## src/pkg/srxlc_consts.vh

```
// constants for the s/pdif receiver lock and control block
// assumes inclusion by bare name from design files under one include path
//
// Behaviour
// - The lock flag reads 0 while no valid stream is locked and 1 once locked.
// - With quick acquire cleared, lock is declared after 64 valid samples in a row.
// - With quick acquire set, lock is declared after eight valid samples in a row.
// - With unlock policy 0 the frame clock keeps running as best it can after lock is lost.
// - With unlock policy 1 the frame clock output stops at once when lock is lost.
// - The unlock policy acts on the recovered frame clock output.
// - Length codes 00, 01 and 10 select 24, 20 and 16 bit audio words.
// - Length code 11 takes the word length from the stream's channel status bits.
// - The control register reads all zeros after reset.
// - The lock status register reads zero after reset until lock is reached.
// - Audio output is muted automatically when lock is lost.
`ifndef SRXLC_CONSTS_VH
`define SRXLC_CONSTS_VH

// ----------------------------------------------------------------
// register indices (byte address is four times the index)
// ----------------------------------------------------------------
`define SRXLC_IDX_LOCK_STATUS 16'hF600
`define SRXLC_IDX_RX_CONTROL  16'hF601
`define SRXLC_IDX_IRQ_STATUS  16'hF610
`define SRXLC_IDX_IRQ_MASK    16'hF611
`define SRXLC_IDX_WORD_LEN    16'hF612
`define SRXLC_ADDR_W          18

// ----------------------------------------------------------------
// fields and reset values
// ----------------------------------------------------------------
`define SRXLC_BIT_LOCK        0
`define SRXLC_BIT_QUICK       3
`define SRXLC_BIT_POLICY      2
`define SRXLC_LEN_MSB         1
`define SRXLC_LEN_LSB         0
`define SRXLC_CTRL_W          4
`define SRXLC_CTRL_RESET      4'h0
`define SRXLC_LOCK_RESET      1'h0
`define SRXLC_BIT_EV_ACQ      0
`define SRXLC_BIT_EV_LOSS     1
`define SRXLC_IRQ_W           2
`define SRXLC_IRQ_RESET       2'h0

// ----------------------------------------------------------------
// lock counts and word length codes
// ----------------------------------------------------------------
`define SRXLC_RUN_NORMAL      7'h40
`define SRXLC_RUN_QUICK       7'h08
`define SRXLC_LEN_24          2'h0
`define SRXLC_LEN_20          2'h1
`define SRXLC_LEN_16          2'h2
`define SRXLC_LEN_AUTO        2'h3
`define SRXLC_CS_16           4'h2
`define SRXLC_CS_17           4'hC
`define SRXLC_CS_18           4'h4
`define SRXLC_CS_19           4'h8
`define SRXLC_CS_20           4'hA
`define SRXLC_CS_21           4'hD
`define SRXLC_CS_22           4'h5
`define SRXLC_CS_23           4'h9
`define SRXLC_CS_24           4'hB
`define SRXLC_CS_20B          4'h3

`endif

```

## src/design/srxlc_lock_det.v

```verilog
// consecutive-valid-sample lock detector
// assumes sample strobes come from decoder logic on the same core clock
`timescale 1ns/1ps
`default_nettype none
`include "srxlc_consts.vh"

module srxlc_lock_det #(
    parameter [6:0] RUN_NORMAL = `SRXLC_RUN_NORMAL,
    parameter [6:0] RUN_QUICK  = `SRXLC_RUN_QUICK
) (
    input  wire       clk,
    input  wire       srst,
    input  wire       sample_stb,
    input  wire       sample_ok,
    input  wire       quick_sel,
    output reg        locked_reg,
    output reg        acquire_pulse_reg,
    output reg        loss_pulse_reg
);

    // ------------------------------------------------------------
    // run counter and lock state
    // ------------------------------------------------------------
    reg  [6:0] run_reg;
    wire [6:0] target;

    assign target = quick_sel ? RUN_QUICK : RUN_NORMAL;

    // one invalid sample is enough to drop lock; no hysteresis
    always @(posedge clk) begin
        if (srst) begin
            run_reg           <= 7'h00;
            locked_reg        <= `SRXLC_LOCK_RESET;
            acquire_pulse_reg <= 1'b0;
            loss_pulse_reg    <= 1'b0;
        end else begin
            acquire_pulse_reg <= 1'b0;
            loss_pulse_reg    <= 1'b0;
            if (sample_stb) begin
                if (!sample_ok) begin
                    run_reg <= 7'h00;
                    if (locked_reg) begin
                        locked_reg     <= 1'b0;
                        loss_pulse_reg <= 1'b1;
                    end
                end else if (!locked_reg) begin
                    if (run_reg + 7'h01 >= target) begin
                        locked_reg        <= 1'b1;
                        acquire_pulse_reg <= 1'b1;
                        run_reg           <= 7'h00;
                    end else begin
                        run_reg <= run_reg + 7'h01;
                    end
                end
            end
        end
    end

endmodule // srxlc_lock_det

`default_nettype wire

```

## src/design/srxlc_top.v

```verilog
// s/pdif receiver lock control with avalon-mm register slave
// assumes decoder front end, frame clock and channel status on CORE_CLK
// assumes software waits for the lock flag before trusting the audio
//
// Decided for this implementation: the Avalon-MM interface to the registers.
`timescale 1ns/1ps
`default_nettype none
`include "srxlc_consts.vh"

module srxlc_top (
    input  wire                     CORE_CLK,
    input  wire                     SRST,
    input  wire [`SRXLC_ADDR_W-1:0] AVS_ADDRESS,
    input  wire                     AVS_READ,
    input  wire                     AVS_WRITE,
    input  wire [31:0]              AVS_WRITEDATA,
    input  wire [3:0]               AVS_BYTEENABLE,
    output wire [31:0]              AVS_READDATA,
    output wire                     AVS_WAITREQUEST,
    input  wire                     SAMPLE_STB,
    input  wire                     SAMPLE_OK,
    input  wire [23:0]              SAMPLE_DATA,
    input  wire                     FRAME_CLK_IN,
    input  wire [3:0]               CS_WORD_CODE,
    output wire                     AUDIO_STB,
    output wire [23:0]              AUDIO_DATA,
    output wire                     FRAME_CLK_OUT,
    output wire                     AUDIO_MUTE,
    output wire [4:0]               WORD_LEN,
    output wire                     IRQ
);

    // ------------------------------------------------------------
    // register state
    // ------------------------------------------------------------
    reg  [`SRXLC_CTRL_W-1:0] ctrl_reg;
    reg  [`SRXLC_IRQ_W-1:0]  irq_stat_reg;
    reg  [`SRXLC_IRQ_W-1:0]  irq_stat_next;
    reg  [`SRXLC_IRQ_W-1:0]  irq_mask_reg;
    reg  [31:0]              rdata_reg;
    reg                      ack_reg;
    reg  [31:0]              rdata_next;
    // word length state is read by the register mux, so it is
    // declared here rather than next to its logic
    reg  [4:0]               cs_len;
    reg  [4:0]               eff_len;

    // lock detector outputs and decoded control fields
    wire                     locked;
    wire                     acq_pulse;
    wire                     loss_pulse;
    wire                     quick_sel;
    wire                     unlock_output_policy;
    wire [1:0]               word_length_sel;

    // control fields; reserved bits are never stored
    assign quick_sel            = ctrl_reg[`SRXLC_BIT_QUICK];
    assign unlock_output_policy = ctrl_reg[`SRXLC_BIT_POLICY];
    assign word_length_sel      = ctrl_reg[`SRXLC_LEN_MSB:`SRXLC_LEN_LSB];

    // ------------------------------------------------------------
    // lock detector
    // ------------------------------------------------------------
    // counts come from the shared header so software and bench agree;
    // the detector keeps its own run counter, the bus cannot reset it
    srxlc_lock_det #(
        .RUN_NORMAL (`SRXLC_RUN_NORMAL),
        .RUN_QUICK  (`SRXLC_RUN_QUICK)
    ) u_lock (
        .clk               (CORE_CLK),
        .srst              (SRST),
        .sample_stb        (SAMPLE_STB),
        .sample_ok         (SAMPLE_OK),
        .quick_sel         (quick_sel),
        .locked_reg        (locked),
        .acquire_pulse_reg (acq_pulse),
        .loss_pulse_reg    (loss_pulse)
    );

    // ------------------------------------------------------------
    // avalon-mm slave: fixed one wait state per access
    // ------------------------------------------------------------
    // request decode; the index is the word address
    wire        req;
    wire        wr_take;
    wire [15:0] idx;
    wire        aligned;

    assign req     = AVS_READ | AVS_WRITE;
    // waitrequest drops in the second cycle of each request
    assign AVS_WAITREQUEST = req & ~ack_reg;
    assign wr_take = AVS_WRITE & ack_reg;
    assign idx     = AVS_ADDRESS[`SRXLC_ADDR_W-1:2];
    assign aligned = (AVS_ADDRESS[1:0] == 2'h0);
    assign AVS_READDATA = rdata_reg;

    // ack toggles so back-to-back requests each see one wait state
    always @(posedge CORE_CLK) begin
        if (SRST) begin
            ack_reg <= 1'b0;
        end else begin
            ack_reg <= req & ~ack_reg;
        end
    end

    // read mux; unmapped or misaligned addresses read zero
    // reserved bits of every register read as zero as well
    always @* begin
        rdata_next = 32'h0000_0000;
        if (aligned) begin
            case (idx)
                `SRXLC_IDX_LOCK_STATUS: begin
                    rdata_next[`SRXLC_BIT_LOCK] = locked;
                end
                `SRXLC_IDX_RX_CONTROL: begin
                    rdata_next[`SRXLC_CTRL_W-1:0] = ctrl_reg;
                end
                `SRXLC_IDX_IRQ_STATUS: begin
                    rdata_next[`SRXLC_IRQ_W-1:0] = irq_stat_reg;
                end
                `SRXLC_IDX_IRQ_MASK: begin
                    rdata_next[`SRXLC_IRQ_W-1:0] = irq_mask_reg;
                end
                `SRXLC_IDX_WORD_LEN: begin
                    rdata_next[4:0] = eff_len;
                end
                default: begin
                    rdata_next = 32'h0000_0000;
                end
            endcase
        end
    end

    // read data captured in the waiting cycle, stands at the ack edge
    // so a read never sees a value change under the master
    always @(posedge CORE_CLK) begin
        if (SRST) begin
            rdata_reg <= 32'h0000_0000;
        end else if (AVS_READ & ~ack_reg) begin
            rdata_reg <= rdata_next;
        end
    end

    // ------------------------------------------------------------
    // control and mask writes, low byte lane only holds live bits
    // ------------------------------------------------------------
    // a write with the low lane off is dropped: every live bit is in it
    always @(posedge CORE_CLK) begin
        if (SRST) begin
            ctrl_reg     <= `SRXLC_CTRL_RESET;
            irq_mask_reg <= `SRXLC_IRQ_RESET;
        end else if (wr_take && aligned && AVS_BYTEENABLE[0]) begin
            if (idx == `SRXLC_IDX_RX_CONTROL) begin
                ctrl_reg <= AVS_WRITEDATA[`SRXLC_CTRL_W-1:0];
            end
            if (idx == `SRXLC_IDX_IRQ_MASK) begin
                irq_mask_reg <= AVS_WRITEDATA[`SRXLC_IRQ_W-1:0];
            end
        end
    end

    // ------------------------------------------------------------
    // interrupt status: write one to clear, new event wins
    // ------------------------------------------------------------
    // clear first, then events, so an event in the clearing cycle stays
    always @* begin
        irq_stat_next = irq_stat_reg;
        if (wr_take && aligned && AVS_BYTEENABLE[0] &&
            idx == `SRXLC_IDX_IRQ_STATUS) begin
            irq_stat_next = irq_stat_reg &
                            ~AVS_WRITEDATA[`SRXLC_IRQ_W-1:0];
        end
        if (acq_pulse) begin
            irq_stat_next[`SRXLC_BIT_EV_ACQ] = 1'b1;
        end
        if (loss_pulse) begin
            irq_stat_next[`SRXLC_BIT_EV_LOSS] = 1'b1;
        end
    end

    // sticky status; only a bus write of one takes a bit down
    always @(posedge CORE_CLK) begin
        if (SRST) begin
            irq_stat_reg <= `SRXLC_IRQ_RESET;
        end else begin
            irq_stat_reg <= irq_stat_next;
        end
    end

    // level interrupt: any unmasked sticky event
    assign IRQ = |(irq_stat_reg & irq_mask_reg);

    // ------------------------------------------------------------
    // word length selection
    // ------------------------------------------------------------
    // unknown channel status codes fall back to the widest word; a
    // code outside the table must not shorten the audio word
    always @* begin
        case (CS_WORD_CODE)
            `SRXLC_CS_16:  cs_len = 5'h10;
            `SRXLC_CS_17:  cs_len = 5'h11;
            `SRXLC_CS_18:  cs_len = 5'h12;
            `SRXLC_CS_19:  cs_len = 5'h13;
            `SRXLC_CS_20:  cs_len = 5'h14;
            `SRXLC_CS_20B: cs_len = 5'h14;
            `SRXLC_CS_21:  cs_len = 5'h15;
            `SRXLC_CS_22:  cs_len = 5'h16;
            `SRXLC_CS_23:  cs_len = 5'h17;
            `SRXLC_CS_24:  cs_len = 5'h18;
            default:       cs_len = 5'h18;
        endcase
    end

    // fixed codes win; only code 11 follows the channel status
    always @* begin
        case (word_length_sel)
            `SRXLC_LEN_24:   eff_len = 5'h18;
            `SRXLC_LEN_20:   eff_len = 5'h14;
            `SRXLC_LEN_16:   eff_len = 5'h10;
            `SRXLC_LEN_AUTO: eff_len = cs_len;
            default:         eff_len = 5'h18;
        endcase
    end

    // effective length is also shown on a pin for the data path
    assign WORD_LEN = eff_len;

    // ------------------------------------------------------------
    // audio path: truncate to word length, mute while unlocked
    // ------------------------------------------------------------
    reg  [23:0] len_mask;
    reg  [23:0] audio_reg;
    reg         audio_stb_reg;
    reg         mute_reg;
    integer     b;

    // clear every bit below the selected word length
    always @* begin
        len_mask = 24'h00_0000;
        for (b = 0; b < 24; b = b + 1) begin
            len_mask[b] = (b >= (24 - eff_len));
        end
    end

    // mute follows the lock flag; relock unmutes, restart policy
    // lives in a separate register block
    always @(posedge CORE_CLK) begin
        if (SRST) begin
            mute_reg      <= 1'b1;
            audio_reg     <= 24'h00_0000;
            audio_stb_reg <= 1'b0;
        end else begin
            mute_reg      <= ~locked | loss_pulse;
            audio_stb_reg <= SAMPLE_STB & locked;
            if (SAMPLE_STB) begin
                if (locked && SAMPLE_OK) begin
                    audio_reg <= SAMPLE_DATA & len_mask;
                end else begin
                    audio_reg <= 24'h00_0000;
                end
            end else if (!locked) begin
                audio_reg <= 24'h00_0000;
            end
        end
    end

    // all audio outputs come straight from flip-flops
    assign AUDIO_DATA = audio_reg;
    assign AUDIO_STB  = audio_stb_reg;
    assign AUDIO_MUTE = mute_reg;

    // ------------------------------------------------------------
    // recovered frame clock output under the unlock policy
    // ------------------------------------------------------------
    reg fclk_reg;
    reg fclk_seen_reg;

    // policy 0 keeps passing the clock once any lock was seen, at the
    // cost of possibly corrupt timing; policy 1 gates it while unlocked
    always @(posedge CORE_CLK) begin
        if (SRST) begin
            fclk_reg      <= 1'b0;
            fclk_seen_reg <= 1'b0;
        end else begin
            if (acq_pulse) begin
                fclk_seen_reg <= 1'b1;
            end
            if (locked) begin
                fclk_reg <= FRAME_CLK_IN;
            end else if (unlock_output_policy) begin
                fclk_reg <= 1'b0;
            end else if (fclk_seen_reg) begin
                fclk_reg <= FRAME_CLK_IN;
            end else begin
                fclk_reg <= 1'b0;
            end
        end
    end

    // one cycle behind the incoming frame clock while passed; held low under policy 1 while unlocked and before any lock
    assign FRAME_CLK_OUT = fclk_reg;

endmodule // srxlc_top

`default_nettype wire

```

## config.mk

```make
export PLATFORM = sky130hd
export DESIGN_NAME = srxlc_top
export DESIGN_NICKNAME = d
export VERILOG_FILES = /design/src/design/srxlc_lock_det.v /design/src/design/srxlc_top.v
export VERILOG_INCLUDE_DIRS = /design/src /design/src/pkg
export SDC_FILE = /design/constraint.sdc
export NUM_CORES = 1
export LEC_CHECK = 0
export BUFFER_PORTS_ARGS = -buffer_cell sky130_fd_sc_hd__buf_2
export CORE_MARGIN = 2
export CORE_UTILIZATION = 46
export DETAILED_ROUTE_END_ITERATION = 6
export PLACE_DENSITY_LB_ADDON = 0.12
export SYNTH_ARGS = -nofsm -noshare
export SYNTH_HDL_FRONTEND = slang
export SYNTH_SLANG_ARGS = --single-unit
```

## constraint.sdc

```tcl
create_clock -name CORE_CLK -period 3.74 [get_ports CORE_CLK]
set_input_delay 0.748 -clock CORE_CLK [delete_from_list [all_inputs] [get_ports CORE_CLK]]
set_output_delay 0.748 -clock CORE_CLK [all_outputs]
set_load 0.02 [all_outputs]
```

==> results by group, run 1 <==
GRT
  • Initial antenna violation count: 0
  • First-pass GRT wire length: 11.5 mm
  • Total gr overflow: 0
  • Largest net degree at the start of global routing: 38
  • GRT Total Usage: 19.6%
  • Vias in the first global route: 2521

Logic synthesis
  • Post-synth EDFFs: 0
  • Post-synthesis sequential area ratio: 34.8%
  • Area of the mapped netlist: 2990 um2
  • Simple-Gate Fraction of Synth Area: 22.3%
  • Synth Warn #: 0
  • Primary FF master, synth: dfxtp_1
  • Main combinational cell family by area after synthesis: simple AND/OR/NAND/NOR gates
  • Synth Area in Adders: 4.60%
  • Mapped Cells: 343
  • Largest cells by area after synthesis: dfxtp_1, buf_4, ha_1
  • Syn Area/Cell: 8.73 um2
  • Compound-cell area share of the yosys netlist: 21.4%
  • Register bit total from synthesis: 52
  • Cell variety after synth: 64
  • Yosys top cell area share: 34.8%
  • Synth area leader: dfxtp_1
  • Asr flop ratio synth: 0%
  • Post-Synth XOR/XNOR Area: 0.585%
  • Post-synthesis mux area share: 4.10%

Pwr
  • Sw power: 267 uW
  • Switching share of power: 25.2%
  • Internal cell power: 794 uW
  • Power Density: 300 nW/um2
  • Comb power frac: 10.1%
  • Sequential fraction of design power: 52.5%
  • Clock power share: 37.4%
  • VDD IR max: 0.000326 V
  • Static Leak: 0.00157 uW

Drt
  • Post-DRT Antenna Nets: 0
  • Residual DRC: 0
  • Pre-Repair DR Iteration Count: 4
  • Via count: 2760
  • DR iter-0 viols: 182
  • Final WL: 7.10 mm
  • WL/cell: 13.9 um
  • Vias per cell: 5.39

Placement
  • Final HPWL DP: 5.52 mm
  • Port-buffer cells: 95
  • GPL Wtd Cong: 0.867

Worst setup path
  • Worst Path Max Fanout: 5
  • Crit path cell chain: buf_2 > inv_1 > ha_1 > and2_4 > o31ai_1 > o21ai_0 > inv_1 > buf_2
  • Flop2flop setup slack: 0.87 ns
  • Crit. End Element: output port
  • CP max stage delay: 0.46 ns
  • Crit-path slowest cell: o31ai_1
  • Reg2reg end: AUDIO_DATA[21]
  • CP Data Required Time: 2.99 ns
  • Critical path type: in -> out
  • Worst Reg-to-Reg Cells: 10
  • Worst r2r src: ctrl_reg[1]
  • Worst Path Arrival: 2.39 ns
  • CP startpoint kind: primary input

Final layout
  • Area grow syn2layout: 18.1%
  • Diode count: 0
  • Final Net Count: 534
  • Max FFs per register: 24
  • Share of cells above drive strength 1: 27.8%
  • Final core occ: 56.0%
  • Filler Cells Inserted: 611

Floorplan
  • Chip width: 84.7 um
  • Cell row count: 29
  • Initial Utilization: 47.4%
  • Die area: 7170 um2
  • Total core area: 6310 um2
  • I/O pin cnt: 155
  • Chip height: 84.7 um

Run
  • Max_cap viols: 0

Timing
  • Slew headroom: 40.6%
  • RSZ-0062 raised after global routing: no
  • Setup TNS: 0 ns
  • Pins Over Slew Limit: 0
  • Fin. Hold Viols: 0
  • Final min period: 3.14 ns
  • Tightest Pin Transition: 0.882 ns
  • Maximum clock frequency: 318 MHz
  • # setup viols final: 0
  • Clock Skew: 0.0104 ns
  • Final Cycle Share: 84.0%

Clock network
  • Worst-skew pair later-pin latency: 0.31 ns
  • Resize count post-CTS: 0
  • CTS hold repair buffers: 0
  • CTS Buf Count: 5
  • Worst-path clk slew: 0.09 ns
  • CTS max path bufs: 2
  • Post-CTS Setup Inserts: 0
  • Root Buffer: clkbuf_8
  • # clock sinks: 52
  • H-tree Lvls: 2
  • TritonCTS clock tree: done

Worst hold path
  • Worst Hold Endpoint: AUDIO_MUTE
  • Min-delay src: u_lock.loss_pulse_reg
  • HP Class: reg -> reg
  • WHS Path Cells: 2

Run status
  • Status: completed
==> layout make-up <==
type | count | area (um2) | area share [%]
sequential | 52 | 1040 | 29.5
clock buffer | 5 | 68.8 | 1.95
multi-input combinational | 254 | 1690 | 47.8
clock inverter | 3 | 46.3 | 1.31
tap | 77 | 96.3 | 2.73
timing repair buffer | 100 | 513 | 14.5
inverter | 21 | 78.8 | 2.23
==> cell families after synthesis <==
kind of cell / after synthesis
DFF: 52
muxes: 11
AOI/OAI and AO/OA: 78
adders and majority gates: 11
other: 2
buffers and inverters: 63
xor gates and xnor gates: 2
and+or+nand+nor: 124
==> synthesized netlist by cell type, types with 2 or more instances <==
master / count
buf_1: 2
clkbuf_1: 9
nand3_1: 7
a32oi_1: 4
nor3_1: 6
a32o_1: 12
and4b_1: 2
or2_2: 2
nor4_1: 5
or4_1: 2
o21ai_0: 6
nor2b_1: 5
nand4b_1: 2
buf_6: 2
buf_4: 29
ha_1: 11
nand3b_1: 6
a22o_1: 8
conb_1: 2
o41ai_1: 2
inv_1: 21
mux2i_1: 10
a221o_1: 2
xor2_1: 2
a211oi_1: 4
dfxtp_1: 52
o211ai_1: 3
nand2_1: 22
nand2b_1: 7
o21a_1: 2
a21oi_1: 14
nor3b_1: 2
nor2_1: 35
nand4_1: 13
==> power by group through the flow <==
stage / Sequential (uW) / Combinational, uW / Clock [uW]
2_1_floorplan: 570 / 88.9 / 0
3_3_place_gp: 570 / 106 / 0
3_5_place_dp: 570 / 107 / 0
4_1_cts: 557 / 107 / 409
5_1_grt: 558 / 118 / 426
6_report: 557 / 108 / 397
==> metrics by stage <==
stage               cells  hold WS [ns]  total power [uW]  instance area (um2)  worst slack, ns
finish                512         0.450              1060                 3530            0.598
detailed placement    504         0.435               677                 3420            0.441
CTS                   512         0.458              1070                 3530            0.570
global route          512         0.473              1100                 3530            0.436
global placement      504         0.436               676                 3420            0.486
floorplan             369         0.404               659                 3090            0.417
==> critical path: cells and delay by family <==
family / cells / cell delay, ns
compound gates: 2 / 0.74
buf+inv: 4 / 0.49
fa+ha+maj: 1 / 0.24
simple gates: 1 / 0.17
==> per-layer routing <==
metal / GRT usage, % / up-vias / share of wire, %
met5: 0 / - / 0
met2: 32.5 / 84 / 48
met1: 25.5 / 1280 / 44
met3: 4.13 / 6 / 6.2
li1: - / 1390 / -
met4: 5.92 / 0 / 1.1
==> worst max-delay path by stage <==
stage,start,end,slack [ns],cells after the start
6_report,CS_WORD_CODE[1],WORD_LEN[2],0.60,8
4_1_cts,CS_WORD_CODE[1],WORD_LEN[2],0.57,8
3_5_place_dp,CS_WORD_CODE[2],AUDIO_DATA[4],0.44,11
2_1_floorplan,CS_WORD_CODE[2],AUDIO_DATA[11],0.42,13
3_3_place_gp,CS_WORD_CODE[1],AUDIO_DATA[4],0.49,11
5_1_grt,CS_WORD_CODE[1],WORD_LEN[2],0.44,8
==> cell usage in the layout, fill, tap and decap left out, types with 11 or more instances in the layout <==
| cell | count |
|---|---|
| dfxtp_1 | 52 |
| buf_2 | 95 |
| nor2_1 | 35 |
| inv_1 | 21 |
| nand2_1 | 22 |
| nand4_1 | 13 |
| a32o_1 | 12 |
| a21oi_1 | 14 |
| conb_1 | 28 |
| ha_1 | 11 |
(Power assumes the default switching activity.)
==> run 2: changes to the inputs <==
Settings changed: CORE_UTILIZATION 46 to 41.
Clock period 3.74 ns to 2.5 ns, I/O delays scaled along.
==> run 2 against run 1 <==
  * Sequential share of layout area decreased by 2.9 points
  * Clock skew is 0.0012 ns lower
  * Worst hold slack worse by 0.055 ns
  * Clock power up 54%
  * Via count up 4.6%
  * Largest cell class unchanged
  * First-iteration DRC count fell by 17%
  * Sequential cell count did not move
  * Combinational power up 79%
  * Utilization decreased by 1.3 points
  * Largest power group unchanged
==> results by group, run 2 (synthesis results as in run 1) <==
Worst hold path
  • WHS Path Cells: 2
  • HP Class: in -> reg

Floorplan
  • I/O pin cnt: 155
  • Chip width: 89.5 um
  • Chip height: 89.5 um
  • Cell row count: 31
  • Total core area: 7180 um2
  • Die area: 8000 um2
  • Initial Utilization: 41.7%

Timing
  • # setup viols final: 0
  • Slew headroom: 24.8%
  • Setup TNS: 0 ns
  • Clock Skew: 0.00920 ns
  • Maximum clock frequency: 413 MHz
  • Pins Over Slew Limit: 0
  • Fin. Hold Viols: 0
  • PnR worst setup slack: 0.0772 ns
  • Final min period: 2.42 ns
  • Final Cycle Share: 96.9%
  • Tightest Pin Transition: 1.13 ns

Pwr
  • VDD IR max: 0.000279 V
  • Switching share of power: 24.5%
  • Sequential fraction of design power: 50.9%
  • Clock power share: 37.3%
  • Internal cell power: 1240 uW
  • Sw power: 401 uW
  • Power Density: 417 nW/um2
  • Comb power frac: 11.8%
  • Static Leak: 0.00176 uW

Drt
  • Final WL: 7.58 mm
  • Vias per cell: 5.06
  • WL/cell: 13.3 um
  • Pre-Repair DR Iteration Count: 4
  • Via count: 2888
  • Post-DRT Antenna Nets: 0
  • DR iter-0 viols: 151
  • Residual DRC: 0

Clock network
  • CTS Buf Count: 5
  • H-tree Lvls: 2
  • Worst-skew pair later-pin latency: 0.30 ns
  • CTS max path bufs: 2
  • Worst-path clk slew: 0.10 ns
  • Root Buffer: clkbuf_8
  • # clock sinks: 52
  • TritonCTS clock tree: done

Worst setup path
  • Crit. End Element: output port
  • Most used cell, CP: buf_2
  • Worst Path Max Fanout: 4
  • CP Data Required Time: 2.00 ns
  • Crit-path slowest cell: ha_1
  • CP startpoint kind: primary input
  • Worst Reg-to-Reg Cells: 9
  • Critical path type: in -> out
  • Crit path cell chain: buf_2 > clkinvlp_4 > ha_1 > and2_4 > o31ai_2 > buf_4 > o21ai_0 > inv_1 > buf_2
  • CP max stage delay: 0.31 ns
  • Worst Path Arrival: 1.92 ns

Final layout
  • Commonest non-fill, non-tap cell in the layout: buf_2
  • Most frequent cells in the layout: buf_2, dfxtp_1, buf_4, nor2_1, conb_1
  • Diode count: 0
  • Final core occ: 54.7%
  • Design area: 3920 um2
  • Filler Cells Inserted: 678
  • Final Net Count: 571
  • Area grow syn2layout: 31.0%
  • Max FFs per register: 24
  • Share of cells above drive strength 1: 36.4%

Placement
  • GPL Wtd Cong: 0.849
  • Final HPWL DP: 5.95 mm
  • Post-DP Area: 3760 um2
  • Port-buffer cells: 95
  • Pre-CTS setup slack: -0.237 ns

GRT
  • Vias in the first global route: 2643
  • GRT Total Usage: 19.2%
  • Largest net degree at the start of global routing: 24
  • Met2 usage: 33.5%
  • First-pass GRT wire length: 12.1 mm
  • Initial antenna violation count: 0
  • Met3 Track Usage GR: 3.51%
  • Total gr overflow: 0
  • Grt peak-use layer: met2
  • Met1 Use GR: 24.9%

Run status
  • Status: completed

Run
  • Max_cap viols: 0
==> run 2: changes by cell type in the layout (fill, tap and decap cells not counted), sizes merged <==
cell / previous run / this run
clkinv: 0 / 1
buf: 100 / 137
clkbuf: 5 / 6
inv: 22 / 20
==> run 2: routing by layer <==
metal	vias to the layer above	part of all wire, %
li1	1461	-
met1	1335	45
met2	85	49
met3	7	5.0
met4	0	0.74
met5	-	0
==> run 2: what timing repair did <==
item,CTS,global route
gates resized for setup,1,6
endpoints found under the setup margin,1,18
setup buffers,0,2
hold buffers,0,0
pin swaps,0,3
==> run 2: final cells by class <==
| cell class | instances | area [um2] | share of cell area (%) |
|---|---|---|---|
| Clock inverter | 2 | 38.8 | 0.989 |
| Tap cell | 99 | 124 | 3.16 |
| Timing Repair Buffer | 137 | 791 | 20.2 |
| Sequential cell | 52 | 1040 | 26.6 |
| Clock buffer | 6 | 82.6 | 2.10 |
| Multi-Input combinational cell | 254 | 1760 | 44.9 |
| Inverter | 21 | 85.1 | 2.17 |
==> run 2: worst max-delay path, delay by kind of cell <==
kind,cells,cell delay (ns)
compound gates,2,0.31
simple gates,1,0.17
buf+inv,5,0.63
fa+ha+maj,1,0.31
==> run 2: final timing paths <==
path | from | end | slack, ns
setup / recovery | CS_WORD_CODE[1] | WORD_LEN[2] | 0.08
hold reg to reg | AVS_READDATA[4] | AVS_READDATA[4] | 0.45
setup reg to reg | u_lock.run_reg[0] | u_lock.run_reg[0] | 0.20
hold / removal | SAMPLE_DATA[7] | AUDIO_DATA[7] | 0.40
==> run 2: per-stage QoR <==
| step | instances | total power [uW] | hold WS [ns] |
|---|---|---|---|
| detailed placement | 561 | 1040 | 0.442 |
| CTS | 569 | 1640 | 0.387 |
| global placement | 561 | 1030 | 0.437 |
| global route | 571 | 1710 | 0.403 |
| floorplan | 369 | 989 | 0.404 |
| finish | 571 | 1640 | 0.395 |
==> run 2: power by group through the flow <==
| stage | logic [uW] | registers [uW] | clock network (uW) |
|---|---|---|---|
| after floorplan | 137 | 852 | 0 |
| after global placement | 182 | 853 | 0 |
| final | 193 | 833 | 610 |
| after global routing | 214 | 835 | 662 |
| after CTS | 185 | 834 | 627 |
| after detailed placement | 183 | 853 | 0 |
